==> config.mk <==
export PLATFORM = sky130hd
export DESIGN_NAME = lsi0d_top
export DESIGN_NICKNAME = d
export VERILOG_FILES = /design/src/rtl/lsi0d_pkg.sv /design/src/rtl/lsi0d_top.sv /design/src/rtl/lsi0d_xlate.sv
export VERILOG_INCLUDE_DIRS = /design/src /design/src/rtl
export SDC_FILE = /design/constraint.sdc
export NUM_CORES = 1
export LEC_CHECK = 0
export BUFFER_PORTS_ARGS = -buffer_cell sky130_fd_sc_hd__buf_2
export CORE_MARGIN = 2
export CORE_UTILIZATION = 46
export DETAILED_ROUTE_END_ITERATION = 7
export GPL_ROUTABILITY_DRIVEN = 0
export PLACE_DENSITY = 0.8
export SLEW_MARGIN = 10
export SYNTH_ARGS = -nofsm -noshare
export SYNTH_HDL_FRONTEND = slang
export SYNTH_SLANG_ARGS = --single-unit
==> constraint.sdc <==
create_clock -name ref_clk -period 3.3 [get_ports ref_clk]
set_input_delay 0.165 -clock ref_clk [delete_from_list [all_inputs] [get_ports ref_clk]]
set_output_delay 0.165 -clock ref_clk [all_outputs]
set_load 0.01 [all_outputs]
==> src/rtl/lsi0d_regs.svh <==
// register offsets, field positions, reset values for slave image 0 decode
// assumes inclusion from the package and the design modules only
`ifndef LSI0D_REGS_SVH
`define LSI0D_REGS_SVH
`define LSI0D_OFS_CONTROL      12'hf00
`define LSI0D_OFS_TRANSLATION  12'hf04
`define LSI0D_POS_POSTED_WRITE_ENABLE         31
`define LSI0D_POS_SPACE        24
`define LSI0D_POS_PREFETCH_READ_ENABLE         23
`define LSI0D_POS_TA_LO        16
`define LSI0D_POS_BS_LO        4
`define LSI0D_POS_EN           0
`define LSI0D_RESET_BIT        1'b0
`define LSI0D_RESET_TA         16'h0000
`define LSI0D_RESET_BS         4'h0
`define LSI0D_UNMAPPED_DATA    32'h00000000
`endif

==> src/rtl/lsi0d_pkg.sv <==
// types shared by the slave image 0 decode block
// assumes nothing beyond the register header
package lsi0d_pkg;
    typedef enum logic [2:0] {
        LSI0D_NONE,
        LSI0D_POSTED_WRITE,
        LSI0D_DELAYED_WRITE,
        LSI0D_DELAYED_READ,
        LSI0D_DELAYED_PREFETCH_READ,
        LSI0D_BUS_ERROR
    } lsi0d_action_t;
endpackage : lsi0d_pkg

==> src/rtl/lsi0d_top.sv <==
// slave image 0 decode: registers over avalon-mm and access classification
// assumes one 100 mhz clock; local bus inputs synchronous to it
//
// Local design decision: the Avalon-MM register port.
`timescale 1ns/10ps
`default_nettype none
`include "lsi0d_regs.svh"
module lsi0d_top
    import lsi0d_pkg::*;
(
    // clock and reset
    input  wire logic        ref_clk,
    input  wire logic        arst_n,
    // eeprom preload, sampled after reset release
    input  wire logic        eeprom_valid,
    input  wire logic        eeprom_posted_write_enable,
    input  wire logic        eeprom_pci_space_select,
    input  wire logic [15:0] eeprom_translation_address,
    input  wire logic [3:0]  eeprom_block_size_code,
    input  wire logic        eeprom_translation_enable,
    // avalon-mm slave
    input  wire logic [11:0] avs_address,
    input  wire logic        avs_read,
    input  wire logic        avs_write,
    input  wire logic [31:0] avs_writedata,
    input  wire logic [3:0]  avs_byteenable,
    output logic      [31:0] avs_readdata,
    output logic             avs_waitrequest,
    // local bus access
    input  wire logic        bridge_chip_select_n,
    input  wire logic        image_select,
    input  wire logic        access_write,
    input  wire logic        access_burst,
    input  wire logic [31:0] access_addr,
    // decoded access to the pci side
    output logic             decode_valid,
    output var lsi0d_action_t decode_action,
    output logic             decode_io_space,
    output logic      [31:0] decode_pci_addr,
    output logic             bus_error
);
    logic        rst_meta_n;
    logic        rst_n;
    logic        preload_done;
    logic        posted_write_enable;
    logic        pci_space_select;
    logic        prefetch_read_enable;
    logic [15:0] translation_address;
    logic [3:0]  block_size_code;
    logic        translation_enable;
    logic        answered;
    logic        hit;
    logic [31:0] xlate_addr;
    lsi0d_action_t next_action;

    // reset release through two flops
    always_ff @(posedge ref_clk or negedge arst_n) begin
        if (!arst_n) begin
            rst_meta_n <= 1'b0;
            rst_n      <= 1'b0;
        end else begin
            rst_meta_n <= 1'b1;
            rst_n      <= rst_meta_n;
        end
    end

    // eeprom values caught once, the cycle after release
    always_ff @(posedge ref_clk or negedge rst_n) begin
        if (!rst_n) begin
            preload_done <= 1'b0;
        end else begin
            preload_done <= 1'b1;
        end
    end

    // bus write strobe: one cycle wait, taken on the answering edge
    wire wr_ctl = avs_write && answered && !preload_done ? 1'b0 :
                  avs_write && answered &&
                  avs_address == `LSI0D_OFS_CONTROL;
    wire wr_xl  = avs_write && answered && preload_done &&
                  avs_address == `LSI0D_OFS_TRANSLATION;

    // control register; prefetch enable never preloaded
    always_ff @(posedge ref_clk or negedge rst_n) begin
        if (!rst_n) begin
            posted_write_enable  <= `LSI0D_RESET_BIT;
            pci_space_select     <= `LSI0D_RESET_BIT;
            prefetch_read_enable <= `LSI0D_RESET_BIT;
        end else if (!preload_done) begin
            if (eeprom_valid) begin
                posted_write_enable <= eeprom_posted_write_enable;
                pci_space_select    <= eeprom_pci_space_select;
            end
        end else if (wr_ctl) begin
            if (avs_byteenable[3]) begin
                posted_write_enable <= avs_writedata[`LSI0D_POS_POSTED_WRITE_ENABLE];
                pci_space_select    <= avs_writedata[`LSI0D_POS_SPACE];
            end
            if (avs_byteenable[2]) begin
                prefetch_read_enable <= avs_writedata[`LSI0D_POS_PREFETCH_READ_ENABLE];
            end
        end
    end

    // translation register
    always_ff @(posedge ref_clk or negedge rst_n) begin
        if (!rst_n) begin
            translation_address <= `LSI0D_RESET_TA;
            block_size_code     <= `LSI0D_RESET_BS;
            translation_enable  <= `LSI0D_RESET_BIT;
        end else if (!preload_done) begin
            if (eeprom_valid) begin
                translation_address <= eeprom_translation_address;
                block_size_code     <= eeprom_block_size_code;
                translation_enable  <= eeprom_translation_enable;
            end
        end else if (wr_xl) begin
            if (avs_byteenable[3]) begin
                translation_address[15:8] <= avs_writedata[31:24];
            end
            if (avs_byteenable[2]) begin
                translation_address[7:0] <= avs_writedata[23:16];
            end
            if (avs_byteenable[0]) begin
                block_size_code    <=
                    avs_writedata[`LSI0D_POS_BS_LO +: 4];
                translation_enable <= avs_writedata[`LSI0D_POS_EN];
            end
        end
    end

    // every request answered one cycle after it rises
    always_ff @(posedge ref_clk or negedge rst_n) begin
        if (!rst_n) begin
            answered <= 1'b0;
        end else begin
            answered <= (avs_read || avs_write) && !answered;
        end
    end
    assign avs_waitrequest = (avs_read || avs_write) && !answered;

    // read data registered on the request's first cycle
    always_ff @(posedge ref_clk or negedge rst_n) begin
        if (!rst_n) begin
            avs_readdata <= 32'h00000000;
        end else if (avs_read && !answered) begin
            if (avs_address == `LSI0D_OFS_CONTROL) begin
                avs_readdata <= {posted_write_enable, 6'h00, pci_space_select,
                                 prefetch_read_enable, 23'h000000};
            end else if (avs_address == `LSI0D_OFS_TRANSLATION) begin
                avs_readdata <= {translation_address, 8'h00,
                                 block_size_code, 3'h0,
                                 translation_enable};
            end else begin
                avs_readdata <= `LSI0D_UNMAPPED_DATA;
            end
        end
    end

    // classification of a local access hitting image 0
    assign hit = !bridge_chip_select_n && !image_select;
    always_comb begin
        next_action = LSI0D_NONE;
        if (hit) begin
            if (access_burst && pci_space_select) begin
                next_action = LSI0D_BUS_ERROR;
            end else if (access_write) begin
                if (access_burst) begin
                    next_action = LSI0D_POSTED_WRITE;
                end else if (posted_write_enable && !pci_space_select) begin
                    next_action = LSI0D_POSTED_WRITE;
                end else begin
                    next_action = LSI0D_DELAYED_WRITE;
                end
            end else begin
                if (access_burst) begin
                    next_action = LSI0D_DELAYED_READ;
                end else if (prefetch_read_enable && !pci_space_select) begin
                    next_action = LSI0D_DELAYED_PREFETCH_READ;
                end else begin
                    next_action = LSI0D_DELAYED_READ;
                end
            end
        end
    end

    lsi0d_xlate u_xlate (
        .translation_address (translation_address),
        .block_size_code     (block_size_code),
        .translation_enable  (translation_enable),
        .local_addr          (access_addr),
        .pci_addr            (xlate_addr)
    );

    // decoded outputs registered one cycle after the access
    always_ff @(posedge ref_clk or negedge rst_n) begin
        if (!rst_n) begin
            decode_valid    <= 1'b0;
            decode_action   <= LSI0D_NONE;
            decode_io_space <= 1'b0;
            decode_pci_addr <= 32'h00000000;
            bus_error       <= 1'b0;
        end else begin
            decode_valid    <= hit;
            decode_action   <= next_action;
            decode_io_space <= hit && pci_space_select;
            decode_pci_addr <= hit ? xlate_addr : 32'h00000000;
            bus_error       <= next_action == LSI0D_BUS_ERROR;
        end
    end
endmodule : lsi0d_top
`default_nettype wire

==> src/rtl/lsi0d_xlate.sv <==
// address translation for slave image 0
// assumes a stable address and settings; purely combinational
`timescale 1ns/10ps
`default_nettype none
module lsi0d_xlate (
    // settings
    input  wire logic [15:0] translation_address,
    input  wire logic [3:0]  block_size_code,
    input  wire logic        translation_enable,
    // addresses
    input  wire logic [31:0] local_addr,
    output logic      [31:0] pci_addr
);
    logic [15:0] sel_mask;
    // one bit per upper line; line 16+i is translated when i >= code
    genvar i;
    generate
        for (i = 0; i < 16; i++) begin : g_mask
            assign sel_mask[i] = translation_enable &&
                                 (4'(i) >= block_size_code);
        end
    endgenerate
    assign pci_addr[15:0]  = local_addr[15:0];
    assign pci_addr[31:16] = (translation_address & sel_mask) |
                             (local_addr[31:16] & ~sel_mask);
endmodule : lsi0d_xlate
`default_nettype wire
==> flow_summary.yaml <==
placement:
  pre_cts_ws_ps: 1300
  dp_hpwl_mm: 6.72
  post-place-cells: 555
  io_buffers: 159
floorplanning:
  die_x_um: 94.1
  ios: 183
  die_h_um: 94.1
  coreArea_um2: 7810
  start_util: 0.478
  dieArea_um2: 8860
  rows: 32
synth:
  synth_top_family_by_area: "multiplexers"
  synth.top_cell.area_share: 0.583
  ys_seq_elements: 87
  yosysSeqAreaShare: 0.583
  postSynthCellCount: 304
  ys_types: 32
  synth_compound_area_frac: 0.0931
  ys_warn_count: 0
  yosys.area.top_type: "dfrtp_1"
  yosys-mux-area-fraction: 0.169
  synthesis.area_um2: 3730
  synthAdderAreaFrac: 0
  netlist_top_cells_area: "dfrtp_1 58%, mux2_2 11%, mux2i_1 4.6%, a22o_1 4.2%, and2_1 2.7%"
  synth_xor_area_frac: 0
  postSynthAreaPerCell_um2: 12.3
  synthSimpleGateAreaFrac: 0.108
critical_path:
  criticalPathCategory: "flop to flop"
  rr_worst_depth: 4
  crit_chain: "a21boi_0 -> a21boi_0 -> mux2i_1 -> nor2_1"
  startpoint_type: "flop"
  cpMaxStageDelayCell: "dfrtp_1"
  cp_top_family: "compound AO/OA/AOI/OAI gates"
  cp.depth: 4
  critical_path.max_stage_delay_ps: 620
  arrival_ps: 2230
  crit_top_cell: "a21boi_0"
  crit_fanout: 11
  end_kind: "flop"
  critPathRequiredTime_ps: 3520
  cp_num_buf_inv: 0
flow_run:
  max_cap_viol_count: 0
drt:
  drt_pass1_iterations: 5
  wl_per_cell_um: 16.2
  drt_wl_total_mm: 9.25
  dr_total_vias: 2904
  ant_nets: 0
  top_layer_used: "met4"
  first_iter_violations: 100
  drc_errors: 0
  met1Wirelength_mm: 3.79
  wl_met2_mm: 4.64
  met3_length_um: 574
  avgViaCountPerCell: 5.08
global_route:
  antenna_found_initial: 0
  grt_pass1_vias: 2898
  globalRouteOverflowTotal: 0
  grt_pass1_wl_mm: 13.9
  grt_max_degree: 86
  grt_util_all_layers: 0.208
clock_tree:
  postCtsHoldBufs: 1
  cts_tree: "built"
  ctsResizeCount: 0
  h-tree-depth: 3
  clkTransAtPathRegs_ps: 90
  clk_latency_ps: 350
  clock_path_buffers: 2
  postCtsSetupRepairBufs: 0
  clock_sinks: 87
  cts_buffers: 9
  root_buffer: "clkbuf_8"
timing:
  setup_viol: 0
  rsz0062_at_grt: "false"
  fin_crit_ps: 2010
  slew_violations: 0
  max_freq_mhz: 498
  tightest_slew_ps: 1080
  finClkSkew_ps: 14.7
  finalHoldViolCount: 0
  slew_headroom: 0.278
  fin_ws_ps: 1290
  finalCritPeriodShare: 0.608
  hold-worst-slack_ps: 14.7
  fin_setup_tns_ps: 0
hold_path:
  hp-class: "primary input to flop"
  whs_path_depth: 2
power:
  power.density_nw_per_um2: 481
  switchingPower_uw: 638
  switching_share: 0.277
  pwr-share-clk: 0.321
  p_int_uw: 1670
  power.total_uw: 2310
  peakVddDrop_mv: 0.259
  sequentialPowerShare: 0.535
  p_comb_frac: 0.144
  p_leak_uw: 0.00258
cells_and_area:
  diodes: 0
  final_cells: 572
  seqCellArea_um2: 2180
  nets: 577
  syn2layout_area_growth_pct: 28.5
  layout-drive-gt1-share: 0.468
  fillCellCount: 676
  multi_input_area_um2: 1430
status:
  status: "complete, no violations"
==> final timing paths <==
path	startpoint	endpoint	slack (ps)
setup / recovery	translation_enable	decode_pci_addr[25]	1290
hold / removal	access_addr[3]	decode_pci_addr[3]	10
setup reg to reg	translation_enable	decode_pci_addr[25]	1290
hold reg to reg	rst_meta_n	rst_n	370
max in group asynchronous	rst_n	avs_readdata[23]	2070
min in group asynchronous	arst_n	rst_meta_n	120
==> cell usage after synthesis <==
cell,number
clkbuf_1,11
dfrtp_1,87
nand2b_1,2
mux2_2,36
nor2_1,22
o31ai_1,4
buf_1,1
o32a_1,1
and2_1,16
nor3b_1,2
mux2_1,5
or4_4,1
o21ai_0,7
a21oi_1,11
a311oi_1,1
a21oi_2,2
mux2i_1,17
or2_0,1
nand3_1,4
nand4_1,1
a22o_1,18
nor2b_1,3
nand2_1,18
nor4_4,2
buf_4,11
a21boi_0,2
conb_1,2
inv_1,8
buf_2,2
or4b_1,1
a31oi_1,3
nor3_1,2
==> layout make-up <==
class	instances	share of cell area
tap	102	0.0266
inverter	8	0.00626
timing repair buffer	164	0.174
clock inverter	6	0.0138
sequential	87	0.454
multi-input combinational	195	0.298
clock buffer	10	0.0266
==> power by group through the flow <==
| stage | sequential (uW) | combinational [uW] | clock (uW) |
|---|---|---|---|
| after CTS | 1230 | 336 | 755 |
| after global routing | 1250 | 367 | 801 |
| after detailed placement | 1260 | 334 | 0 |
| final | 1230 | 332 | 741 |
| after global placement | 1250 | 324 | 0 |
| after floorplan | 1230 | 216 | 0 |
==> stage by stage <==
stage / utilization / area, um^2
floorplan: - / 3780
global placement: 0.589 / 4600
detailed placement: 0.589 / 4600
CTS: 0.615 / 4800
global route: 0.615 / 4800
finish: 0.615 / 4800
==> sequential cells by signal, summed over array words and instances (netlist names), 3 cells and up <==
name,flops
translation_address,16
decode_action,3
decode_pci_addr,32
block_size_code,4
avs_readdata,21
==> cell usage in the layout (no fill, tap or decap), types with 4 or more instances in the layout <==
master,instances
nand2_1,18
buf_2,159
a22o_1,18
and2_1,16
dfrtp_1,86
o21ai_0,7
o31ai_1,4
mux2_2,36
buf_4,4
mux2_1,5
a21oi_1,11
mux2i_1,17
clkbuf_8,9
nor2_1,22
conb_1,13
inv_1,8
nand3_1,4
==> kinds of logic after synthesis <==
family | Yosys count
muxes | 58
other | 2
and+or+nand+nor | 75
DFF | 87
buffers and inverters | 33
AOI/OAI and AO/OA | 49
==> worst register-to-register path, cell delays in order, from the launching register on <==
cell	delay, ps
dfrtp_1	620
a21boi_0	580
a21boi_0	380
mux2i_1	250
nor2_1	70
==> layer usage <==
layer | up-vias | GRT usage
met2 | 122 | 0.344
met5 | - | 0
met1 | 1409 | 0.261
li1 | 1352 | -
met3 | 21 | 0.0433
met4 | 0 | 0.100
Power figures use the tool's default switching activity.
